==> config.mk <==
export PLATFORM = sky130hd
export DESIGN_NAME = rspc_strap_cfg
export DESIGN_NICKNAME = d
export VERILOG_FILES = /design/src/rspc_pkg.sv /design/src/rspc_strap_cfg.sv
export SDC_FILE = /design/constraint.sdc
export NUM_CORES = 1
export LEC_CHECK = 0
export ABC_AREA = 1
export BUFFER_PORTS_ARGS = -buffer_cell sky130_fd_sc_hd__buf_2
export CELL_PAD_IN_SITES_DETAIL_PLACEMENT = 1
export CELL_PAD_IN_SITES_GLOBAL_PLACEMENT = 1
export CORE_AREA = 5 5 119 121
export DETAILED_ROUTE_END_ITERATION = 10
export DIE_AREA = 0 0 124 126
export PLACE_DENSITY_LB_ADDON = 0.1
export SLEW_MARGIN = 20
export SYNTH_ARGS = -nofsm -noshare
export SYNTH_HDL_FRONTEND = slang
export SYNTH_SLANG_ARGS = --single-unit
==> constraint.sdc <==
create_clock -name clk_i -period 5.15 [get_ports clk_i]
set_clock_uncertainty 0.05 [all_clocks]
set_input_delay 0.2575 -clock clk_i [delete_from_list [all_inputs] [get_ports clk_i]]
set_output_delay 0.2575 -clock clk_i [all_outputs]
set_load 0.01 [all_outputs]
==> src/rspc_pkg.sv <==
package rspc_pkg;
  // register byte addresses: printed offsets are not all multiples of four, so index * 4
  localparam logic [7:0] REG_IDX_CFG_BASE = 8'h40;
  localparam logic [7:0] REG_IDX_DRAM_CTL_TWO = 8'h35;
  localparam logic [7:0] REG_IDX_FEATURE_ONE = 8'hA0;
  localparam logic [7:0] REG_IDX_STRAP_STATUS = 8'hF0;
  localparam int ADDR_W = 10;
  localparam logic [ADDR_W-1:0] ADDR_CFG_BASE = {REG_IDX_CFG_BASE, 2'b00};
  localparam logic [ADDR_W-1:0] ADDR_DRAM_CTL_TWO = {REG_IDX_DRAM_CTL_TWO, 2'b00};
  localparam logic [ADDR_W-1:0] ADDR_FEATURE_ONE = {REG_IDX_FEATURE_ONE, 2'b00};
  localparam logic [ADDR_W-1:0] ADDR_STRAP_STATUS = {REG_IDX_STRAP_STATUS, 2'b00};
  // field positions
  localparam int BIT_RESUME_EN = 0;
  localparam int BIT_MULT_RB = 3;
  localparam int BIT_DACK_ALT = 3;
  localparam logic [7:0] DRAM_CTL_TWO_WMASK = 8'hF7;
  localparam logic [7:0] CFG_BASE_RESET = 8'h00;
  localparam logic [7:0] DRAM_CTL_TWO_RESET = 8'h00;
  localparam logic [7:0] FEATURE_ONE_RESET = 8'h00;
  localparam logic [31:0] UNMAPPED_READ = 32'h0000_0000;

  // raw strap pin levels
  typedef struct packed {
    logic sys_addr_bit_zero;
    logic sys_addr_bit_one;
    logic ide_buffer_enable;
    logic bus_cycle_indicator;
    logic mem_addr_top_bit;
    logic row_strobe_five;
    logic mem_data_direction;
    logic proc_mode_strap_a;
    logic proc_mode_strap_b;
    logic proc_clock_mult_strap;
    logic proc_bus_style_strap;
    logic sys_byte_high_enable;
    logic nmi_strap;
    logic irq_request_pin;
  } rspc_straps_t;

  // defaults from the internal pulls
  localparam rspc_straps_t STRAP_DEFAULT = '{1'b1, 1'b0, 1'b1, 1'b0, 1'b0, 1'b1, 1'b0,
                                            1'b0, 1'b0, 1'b0, 1'b0, 1'b0, 1'b1, 1'b1};
  // pull direction: 1 = pull-up enabled, 0 = pull-down enabled
  localparam rspc_straps_t PULL_UP_SEL = STRAP_DEFAULT;

  // decoded configuration
  typedef struct packed {
    logic l2_cache_en;
    logic ide_buf_active_high;
    logic clk_in_1x;
    logic fb_clk_delay;
    logic cpu_clk_delay;
    logic legacy_mem;
    logic stop_clock_en;
    logic proc_clk_2x;
    logic new_bus_style;
    logic resume_strap;
    logic cache_addr25_sel;
    logic cpu_5v;
    logic at_bus_3v3;
  } rspc_cfg_t;

  // Avalon-MM request
  typedef struct packed {
    logic [ADDR_W-1:0] address;
    logic read;
    logic write;
    logic [3:0] byteenable;
    logic [31:0] writedata;
  } rspc_avm_req_t;
endpackage

==> src/rspc_strap_cfg.sv <==
// Decided for this implementation: the Avalon-MM slave port.
`timescale 1ns/1ps
module rspc_strap_cfg
  import rspc_pkg::*;
(
  input wire logic clk_i,
  input wire logic reset_n_i,
  input wire logic primary_reset_n_i,
  input rspc_straps_t strap_pins_i,
  input rspc_avm_req_t avm_req_i,
  output logic [31:0] avm_readdata_o,
  output logic avm_waitrequest_o,
  output logic avm_resume_reset_route_o,
  output rspc_cfg_t cfg_o,
  output logic secondary_reset_out_n_o,
  output logic strap_pull_en_o,
  output logic dma_alt_pins_o,
  output logic dma_pins_on_mem_o,
  output logic dma_ack_ch2_dedicated_o,
  output logic [2:0] dma_ack_code_o,
  input wire logic [2:0] dma_ack_code_i,
  input wire logic ext_event_in_one_i,
  input wire logic ext_event_in_two_i,
  input wire logic battery_low_in_i,
  input wire logic battery_very_low_in_i,
  input wire logic muxed_event_in_i,
  output logic [3:0] event_inputs_o
);
  logic rst_s1_r;
  logic rst_n;
  logic [2:0] prst_sync_r;
  logic prst_lvl_r;
  logic captured_r;
  rspc_straps_t strap_s1_r;
  rspc_straps_t strap_s2_r;
  rspc_straps_t strap_s3_r;
  rspc_straps_t latched_r;
  rspc_cfg_t cfg_nxt;
  logic [7:0] cfg_base_r;
  logic [7:0] dram_ctl_two_r;
  logic [7:0] feature_one_r;
  logic ack_pending_r;
  logic [3:0] ev_s1_r;
  logic [3:0] ev_s2_r;
  logic [3:0] ev_s3_r;
  logic [3:0] ev_r;
  logic muxed_s1_r;
  logic muxed_s2_r;
  logic muxed_s3_r;
  logic rise_pending;
  logic req_hit;

  // reset release through two flops
  always_ff @(posedge clk_i or negedge reset_n_i) begin
    if (!reset_n_i) begin
      rst_s1_r <= 1'b0;
      rst_n <= 1'b0;
    end else begin
      rst_s1_r <= 1'b1;
      rst_n <= rst_s1_r;
    end
  end

  // primary reset pin: three flops, change taken when stages two and three agree
  always_ff @(posedge clk_i or negedge rst_n) begin
    if (!rst_n) begin
      prst_sync_r <= 3'b000;
      prst_lvl_r <= 1'b0;
    end else begin
      prst_sync_r <= {prst_sync_r[1:0], primary_reset_n_i};
      if (prst_sync_r[1] == prst_sync_r[2]) begin
        prst_lvl_r <= prst_sync_r[2];
      end
    end
  end
  assign rise_pending = (prst_sync_r[1] == prst_sync_r[2]) && prst_sync_r[2] && !prst_lvl_r;

  // strap pins share the same three-stage path so data lines up with the edge
  always_ff @(posedge clk_i or negedge rst_n) begin
    if (!rst_n) begin
      strap_s1_r <= STRAP_DEFAULT;
      strap_s2_r <= STRAP_DEFAULT;
      strap_s3_r <= STRAP_DEFAULT;
    end else begin
      strap_s1_r <= strap_pins_i;
      strap_s2_r <= strap_s1_r;
      strap_s3_r <= strap_s2_r;
    end
  end

  // capture once on the primary reset release; later pin activity ignored
  always_ff @(posedge clk_i or negedge rst_n) begin
    if (!rst_n) begin
      latched_r <= STRAP_DEFAULT;
      captured_r <= 1'b0;
    end else if (!prst_lvl_r && !rise_pending) begin
      captured_r <= 1'b0; // re-arm only on a new hardware reset
    end else if (rise_pending && !captured_r) begin
      latched_r <= strap_s3_r;
      captured_r <= 1'b1;
    end
  end

  // secondary reset held until one cycle after capture, so capture sees it active
  always_ff @(posedge clk_i or negedge rst_n) begin
    if (!rst_n) begin
      secondary_reset_out_n_o <= 1'b0;
      strap_pull_en_o <= 1'b1;
    end else begin
      secondary_reset_out_n_o <= captured_r;
      strap_pull_en_o <= !captured_r; // pulls cost power once lines are driven
    end
  end

  // decode of the latched levels
  always_comb begin
    cfg_nxt = '0;
    cfg_nxt.l2_cache_en = !latched_r.sys_addr_bit_zero;
    cfg_nxt.ide_buf_active_high = !latched_r.ide_buffer_enable;
    cfg_nxt.clk_in_1x = latched_r.bus_cycle_indicator;
    cfg_nxt.fb_clk_delay = latched_r.mem_addr_top_bit;
    cfg_nxt.cpu_clk_delay = !latched_r.row_strobe_five;
    cfg_nxt.legacy_mem = latched_r.mem_data_direction;
    cfg_nxt.stop_clock_en = latched_r.proc_mode_strap_a & latched_r.proc_mode_strap_b;
    cfg_nxt.proc_clk_2x = latched_r.proc_clock_mult_strap;
    cfg_nxt.new_bus_style = latched_r.proc_bus_style_strap;
    cfg_nxt.resume_strap = latched_r.sys_addr_bit_one;
    cfg_nxt.cache_addr25_sel = latched_r.sys_byte_high_enable;
    cfg_nxt.cpu_5v = !latched_r.nmi_strap;
    cfg_nxt.at_bus_3v3 = !latched_r.irq_request_pin;
  end

  always_ff @(posedge clk_i or negedge rst_n) begin
    if (!rst_n) begin
      cfg_o <= '0;
    end else begin
      cfg_o <= cfg_nxt;
    end
  end

  // bus slave: one wait cycle, then accept
  assign req_hit = (avm_req_i.read || avm_req_i.write) && !ack_pending_r;
  always_ff @(posedge clk_i or negedge rst_n) begin
    if (!rst_n) begin
      ack_pending_r <= 1'b0;
      avm_waitrequest_o <= 1'b1;
    end else begin
      ack_pending_r <= req_hit;
      avm_waitrequest_o <= !req_hit;
    end
  end

  // register writes take effect at the accepting edge; options live-switchable
  always_ff @(posedge clk_i or negedge rst_n) begin
    if (!rst_n) begin
      cfg_base_r <= CFG_BASE_RESET;
      dram_ctl_two_r <= DRAM_CTL_TWO_RESET;
      feature_one_r <= FEATURE_ONE_RESET; // firmware must set it
    end else if (ack_pending_r && avm_req_i.write && avm_req_i.byteenable[0]) begin
      unique case (avm_req_i.address)
        ADDR_CFG_BASE: cfg_base_r <= avm_req_i.writedata[7:0];
        ADDR_DRAM_CTL_TWO: dram_ctl_two_r <= avm_req_i.writedata[7:0] & DRAM_CTL_TWO_WMASK;
        ADDR_FEATURE_ONE: feature_one_r <= avm_req_i.writedata[7:0];
        default: ;
      endcase
    end
  end

  // read data registered at the edge that drops waitrequest, one edge before the accepting edge
  always_ff @(posedge clk_i or negedge rst_n) begin
    if (!rst_n) begin
      avm_readdata_o <= UNMAPPED_READ;
    end else if (req_hit && avm_req_i.read) begin
      unique case (avm_req_i.address)
        ADDR_CFG_BASE: avm_readdata_o <= {24'h000000, cfg_base_r};
        ADDR_DRAM_CTL_TWO: begin
          avm_readdata_o <= {24'h000000, dram_ctl_two_r};
          avm_readdata_o[BIT_MULT_RB] <= !cfg_o.proc_clk_2x; // 1 = 1x
        end
        ADDR_FEATURE_ONE: avm_readdata_o <= {24'h000000, feature_one_r};
        ADDR_STRAP_STATUS: avm_readdata_o <= {19'h00000, cfg_o};
        default: avm_readdata_o <= UNMAPPED_READ;
      endcase
    end
  end

  // pin routing outputs
  always_ff @(posedge clk_i or negedge rst_n) begin
    if (!rst_n) begin
      avm_resume_reset_route_o <= 1'b0;
      dma_alt_pins_o <= 1'b0;
      dma_pins_on_mem_o <= 1'b0;
      dma_ack_ch2_dedicated_o <= 1'b1;
      dma_ack_code_o <= 3'b000;
    end else begin
      avm_resume_reset_route_o <= cfg_o.resume_strap & cfg_base_r[BIT_RESUME_EN];
      dma_alt_pins_o <= feature_one_r[BIT_DACK_ALT];
      dma_pins_on_mem_o <= cfg_o.legacy_mem;
      dma_ack_ch2_dedicated_o <= 1'b1;
      dma_ack_code_o <= dma_ack_code_i;
    end
  end

  // event pins synchronised; with the feature bit set only the muxed input counts
  always_ff @(posedge clk_i or negedge rst_n) begin
    if (!rst_n) begin
      ev_s1_r <= 4'h0;
      ev_s2_r <= 4'h0;
      ev_s3_r <= 4'h0;
      muxed_s1_r <= 1'b0;
      muxed_s2_r <= 1'b0;
      muxed_s3_r <= 1'b0;
      ev_r <= 4'h0;
    end else begin
      ev_s1_r <= {battery_very_low_in_i, battery_low_in_i, ext_event_in_two_i,
                  ext_event_in_one_i};
      ev_s2_r <= ev_s1_r;
      ev_s3_r <= ev_s2_r;
      muxed_s1_r <= muxed_event_in_i;
      muxed_s2_r <= muxed_s1_r;
      muxed_s3_r <= muxed_s2_r;
      if (feature_one_r[BIT_DACK_ALT]) begin
        if (muxed_s2_r == muxed_s3_r) begin
          ev_r <= {4{muxed_s3_r}};
        end
      end else begin
        for (int i = 0; i < 4; i++) begin
          if (ev_s2_r[i] == ev_s3_r[i]) begin
            ev_r[i] <= ev_s3_r[i];
          end
        end
      end
    end
  end
  assign event_inputs_o = ev_r;
endmodule

==> results of run 1 <==
## state kept, by name, summed over array words and instances (netlist names), 3 cells and up
name / flops
cfg_base_r: 8
strap_s2_r: 14
ev_s3_r: 4
prst_sync_r: 3
ev_s1_r: 4
feature_one_r: 8
event_inputs_o: 4
strap_s3_r: 14
latched_r: 7
strap_s1_r: 14
cfg_nxt: 7
ev_s2_r: 4
dma_ack_code_o: 3
avm_readdata_o: 13
cfg_o: 13
dram_ctl_two_r: 7
## synth_stat cells (all sizes together) (4+ instances only)
cell and instances:
inv 36, xor2 4, nand3 29, dfstp 22, o21ai 41, dfrtp 119, buf 26, nor2 28
nand2 79, mux2 9, a21oi 15, nand4 9
## worst max-delay path, delay by kind of cell, from the launching register on
kind	cells	cell delay, ns
DFF	1	0.68
buffers and inverters	2	0.91
## layout make-up
| type | count | area share (%) |
|---|---|---|
| clock inverter | 9 | 1.282 |
| sequential | 141 | 55.26 |
| tap | 176 | 3.419 |
| clock buffer | 23 | 7.731 |
| timing repair buffer | 110 | 10.80 |
| multi-input combinational | 240 | 19.41 |
| inverter | 36 | 2.098 |
## cells by family (layout without fill, tap and decap cells)
| logic type | Yosys count | count (layout) | share of synthesized area, % |
|---|---|---|---|
| DFF | 141 | 141 | 70.12 |
| other | 2 | 21 | 0.1481 |
| muxes | 9 | 9 | 1.999 |
| buffers and inverters | 63 | 178 | 6.637 |
| adders and majority gates | 1 | 1 | 0.2467 |
| AOI/OAI and AO/OA | 56 | 56 | 6.193 |
| and+or+nand+nor | 149 | 149 | 13.96 |
| xor gates and xnor gates | 4 | 4 | 0.6908 |
## final timing paths
kind,startpoint,end,depth (start not counted)
hold reg to reg,rst_n,strap_s3_r[9],0
max in group clk_i,feature_one_r[3],event_inputs_o[3],6
setup / recovery,rst_n,strap_s3_r[7],2
hold / removal,avm_req_i[6],cfg_base_r[6],3
min in group asynchronous,reset_n_i,rst_n,2
setup reg to reg,rst_n,strap_s3_r[7],2
## report_power, final
group / internal [W] / leakage, nW / switching [W] / total (W)
sequential: 0.00125 / 1.71 / 0.0000710 / 0.00132
clock: 0.000728 / 0.286 / 0.000433 / 0.00116
combinational: 0.000102 / 1.21 / 0.000137 / 0.000239
total: 0.00208 / 3.21 / 0.000641 / 0.00272
## metal layers
layer / global-route usage, % / vias up
met1: 18.47 / 1591
met3: 4.933 / 11
met2: 23.96 / 83
met4: 4.446 / 0
met5: 0 / -
li1: - / 1567
## through the flow
stage / cells / cell area, um2 / utilization, % / setup WS (ns)
CTS: 734 / 6414 / 49.41 / 3.191
detailed placement: 678 / 5593 / 43.09 / 3.198
floorplan: 444 / 5142 / - / 0.9190
global placement: 678 / 5593 / 43.09 / 3.218
global route: 735 / 6441 / 49.62 / 3.231
finish: 735 / 6441 / 49.62 / 3.523
==> metrics.cfg, run 1 <==
[route]
wl_met2_um=5316
drc=0
top_layer=met4
wl_met1_um=4384
dr.pass1.iters=4
drtIter0Drc=139
drt_wl_total_um=10440
viasPerCell=4.424
num_vias=3252
drtAntennaViolNets=0
wl_met3_um=622
wl_per_cell_um=14.20

[yosys]
synth_edf_count=0
synth-main-ff-cell=dfrtp_1
synth_top_area_cell=dfrtp_1
yosysWarnings=0
ys_top_cells_by_area=dfrtp_1 59%, dfstp_2 11%, nand2_1 5.4%, buf_4 3.3%, nand3_1 2.7%
synthCells=425
synth_cell_types=29
seq_area_frac_synth_pct=70.12
ys_async_sr_fraction_pct=100.0
netlist_area_um2=5071
syn_avg_cell_area_um2=11.93
synth.top_cell.area_share_pct=58.72
synth-seq-cells=141

[power]
peakVddDrop_mv=0.2381
p_total_w=0.002717
power.density_nw_per_um2=421.9
leakage_nw=3.212

[global_routing]
antenna_found_initial=0
grt_pass1_vias=3527
grt_usage_pct=14.67
overflow=0
grt_first_pass_wirelength_um=17580
grt_max_degree=89

[clock_network]
insertion_delay_ns=0.41
cts_buffer_depth=2
cts.sinks=141
cts_tree=built
clock-root-buffer=clkbuf_16
cts_max_level=4
cts_buffers=17
cts_resized=0
postCtsSetupBuffers=0
cts_hold_buf=24
path_clk_slew_ns=0.06

[run]
max-cap-violations=0

[sta]
tightest_slew_ns=0.6276
rsz0062_at_grt=false
relSlewSlack_pct=58.16
hold_slack_ns=0.09752
slew_violations=0
hold_viol=0
setup_viol=0
fmax_ghz=0.6146
period_minus_slack_ns=1.627
setup_tns_ns=0
fin_crit_sh_pct=31.60

[worst_setup_path]
cp-end-kind=asynchronous set/reset pin
reg2reg_setup_slack_ns=3.52
crit_fanout=58
start_kind=flop
critical_path_required_ns=5.58
slowest_stage=dfrtp_4
worstPathArrival_ns=2.06
path_cells=buf_16, buf_4
worst-setup-path-type=flop to asynchronous set/reset pin
cp_slowest_stage_delay_ns=0.68

[hold_path]
holdCritPathClass=input pin to flop

[layout]
drive_above_1_share_pct=31.84
multi_input_area_um2=1250
diodes=0
regArea_um2=3560
nFillCells=1430
nets=620
final_common_cell=dfrtp_1
syn2layout_area_growth_pct=27.02
mostFrequentLayoutCells=118 x dfrtp_1, 84 x buf_2, 73 x nand2_1

[die]
die_w_um=124
ioPinCount=132
coreArea_um2=12980
num_rows=42
fp.dieH_um=126
dieArea_um2=15620
start_util_pct=39.07

[run_status]
status=finished, final reports clean

[place]
numPortBuffers=84
gp_congestion=0.7482
hpwl_um=7240

No activity file was read; power rests on OpenSTA's default activity.
==> run 2, diff against run 1 <==
==> constraint.sdc (replaced) <==
create_clock -name clk_i -period 1.7 [get_ports clk_i]
set_clock_uncertainty 0.05 [all_clocks]
set_input_delay 0.085 -clock clk_i [delete_from_list [all_inputs] [get_ports clk_i]]
set_output_delay 0.085 -clock clk_i [all_outputs]
set_load 0.01 [all_outputs]
==> run 2 against run 1 <==
  * Highest routed layer unchanged
  * Design area increased by 2.2%
  * Critical path type is now flop to flop
  * Register-to-register slack worse by 3.3 ns
  * Clock-buffer cell count fell by 1
  * Non-clock buffer count is 13 higher
==> metrics.cfg, run 2 (same netlist as run 1, synthesis figures left out) <==
[clock_network]
insertion_delay_ns=0.41  ; about the same
cts_tree=built  ; unchanged
clock-root-buffer=clkbuf_16  ; unchanged
path_clk_slew_ns=0.06  ; about the same
cts_max_level=4  ; unchanged
cts_buffer_depth=2  ; unchanged
cts.sinks=141  ; unchanged
postCtsSetupBuffers=0  ; unchanged
cts_buffers=17  ; unchanged

[worst_setup_path]
cp_num_buf_inv=1  ; was 2
cp-end-kind=flop  ; was asynchronous set/reset pin
worst-setup-path-type=flop to flop  ; was flop to asynchronous set/reset pin
reg2reg_setup_slack_ns=0.19  ; was 3.52 ns
slowest_stage=dfrtp_2  ; was dfrtp_4
reg2reg_to=event_inputs_o[3]  ; was strap_s3_r[7]
path_cells=inv_1, a21oi_1, o21ai_0, o21ai_0, nor2_1, a21oi_1  ; was buf_16, buf_4
crit_fanout=9  ; was 58
critical_path_required_ns=1.93  ; was 5.58 ns
cp_slowest_stage_delay_ns=0.47  ; was 0.68 ns
start_kind=flop  ; unchanged
r2r_start=feature_one_r[3]  ; was rst_n
ff2ff_path_depth=6  ; was 2
crit_start=feature_one_r[3]  ; was rst_n
worstPathArrival_ns=1.74  ; was 2.06 ns
cp_top_family=compound AO/OA/AOI/OAI gates  ; was buffers and inverters

[power]
power.internal_w=0.006321  ; was 0.002076 W
clkPwrFrac_pct=43.2  ; was 42.7%
switching_power_w=0.002048  ; was 0.0006411 W
peakVddDrop_mv=1.140  ; was 0.2381 mV
leakage_nw=3.286  ; was 3.212 nW
power.density_nw_per_um2=1271  ; was 421.9 nW/um2
power_frac_comb_pct=9.2  ; was 8.8%
power_frac_seq_pct=47.6  ; was 48.5%
swShare_pct=24.47  ; was 23.59%

[place]
hpwl_um=7608  ; was 7240 um
dpl_cell_area_um2=5655  ; was 5593 um2
gp_congestion=0.7184  ; was 0.7482
post-place-ws_ns=0.1903  ; was 3.198 ns
numPortBuffers=84  ; unchanged

[die]
num_rows=42  ; unchanged
ioPinCount=132  ; unchanged
fp.dieH_um=126  ; unchanged
start_util_pct=39.07  ; unchanged
coreArea_um2=12980  ; unchanged
dieArea_um2=15620  ; unchanged
die_w_um=124  ; unchanged

[run_status]
status=finished, final reports clean  ; unchanged

[route]
drtIter0Drc=129  ; was 139
dr.pass1.iters=4  ; unchanged
drtAntennaViolNets=0  ; unchanged
num_vias=3306  ; was 3,252
drt_wl_total_um=10930  ; was 10,440 um
viasPerCell=4.420  ; was 4.424
drc=0  ; unchanged
wl_per_cell_um=14.61  ; was 14.20 um

[layout]
diodes=0  ; unchanged
syn2layout_area_growth_pct=29.81  ; was 27.02%
reg.largest.list=strap_s1_r (14), strap_s2_r (14), strap_s3_r (14)  ; unchanged
final_common_cell=dfrtp_1  ; unchanged
drive_above_1_share_pct=32.17  ; was 31.84%
final_cell_area_um2=6583  ; was 6441 um2
nets=633  ; was 620
mostFrequentLayoutCells=117 x dfrtp_1, 84 x buf_2, 73 x nand2_1  ; was 118 x dfrtp_1, 84 x buf_2, 73 x nand2_1

[global_routing]
grt_max_degree=88  ; was 89
grt_usage_pct=15.38  ; was 14.67%
grt_first_pass_wirelength_um=18290  ; was 17,580 um
antenna_found_initial=0  ; unchanged
grt_pass1_vias=3631  ; was 3,527
overflow=0  ; unchanged

[sta]
rsz0062_at_grt=false  ; unchanged
fin_ws_ns=0.1944  ; was 3.523 ns
setup_tns_ns=0  ; unchanged
period_minus_slack_ns=1.506  ; was 1.627 ns
fin_crit_sh_pct=88.56  ; was 31.60%
slew_violations=0  ; unchanged
hold_viol=0  ; unchanged
setup_viol=0  ; unchanged
fmax_ghz=0.6642  ; was 0.6146 GHz

[hold_path]
holdPathStages=5  ; was 3
hold_end=avm_readdata_o[6]  ; was cfg_base_r[6]
hold_start=avm_req_i[37]  ; was avm_req_i[6]
holdCritPathClass=input pin to flop  ; unchanged

[run]
max-cap-violations=0  ; unchanged

## run 2: cell count changes in the layout (fill, tap and decap cells not counted), sizes merged
| cell | change |
|---|---|
| dlygate4sd3 | +9 |
| inv | +4 |
| clkbuf | -1 |
| clkinvlp | -2 |
| bufinv | -1 |
| buf | +4 |
## run 2: layout make-up
class,count,area [um2]
Timing Repair Buffer,123,820.8
Fill cell,1405,6397
Tap cell,176,220.2
Inverter,36,135.1
Sequential cell,141,3561
Clock buffer,22,528.0
Clock inverter,10,67.56
Multi-Input combinational cell,240,1250
## run 2: stage by stage
step           instances  hold WS [ns]  util [%]  power (W)
3_5_place_dp         683       -0.1740     43.57   0.004779
5_1_grt              748        0.1302     50.71   0.008779
3_3_place_gp         683       -0.1798     43.57   0.004731
6_report             748       0.07887     50.71   0.008369
2_1_floorplan        444       -0.2606         -   0.004388
4_1_cts              748       0.06681     50.70   0.008489
## run 2: worst max path at each step
stage	endpoint	depth (start not counted)	slack [ns]
2_1_floorplan	ack_pending_r	0	0.18
3_3_place_gp	event_inputs_o[3]	6	0.30
3_5_place_dp	event_inputs_o[0]	6	0.19
4_1_cts	event_inputs_o[3]	6	0.11
5_1_grt	event_inputs_o[1]	6	0.05
6_report	event_inputs_o[3]	6	0.19
## run 2: layer usage
metal | routed length (um) | track usage, % | part of all wire, % | vias up
li1 | - | - | - | 1602
met1 | 4629 | 19.17 | 42 | 1610
met2 | 5542 | 24.98 | 51 | 77
met3 | 554 | 4.843 | 5.1 | 17
met4 | 204 | 5.863 | 1.9 | 0
met5 | 0 | 0 | 0 | -
## run 2: power groups by stage
stage	registers [W]	clock network [W]	logic, W
3_5_place_dp	0.00405	0	0.000725
2_1_floorplan	0.00409	0	0.000301
5_1_grt	0.00403	0.00389	0.000863
6_report	0.00399	0.00361	0.000768
3_3_place_gp	0.00403	0	0.000702
4_1_cts	0.00400	0.00370	0.000789
## run 2: what timing repair did
| item | in CTS | in global routing |
|---|---|---|
| hold buffers | 33 | 0 |
| endpoints found under the hold margin | 48 | 0 |
| endpoints found under the setup margin | 0 | 2 |
| resized for setup | 0 | 1 |
## run 2: tightest hold or removal path, stage by stage
cell,delay (ns)
buf_2,0.11
nand2_2,0.06
inv_1,0.11
nand2_1,0.10
nand2_1,0.04
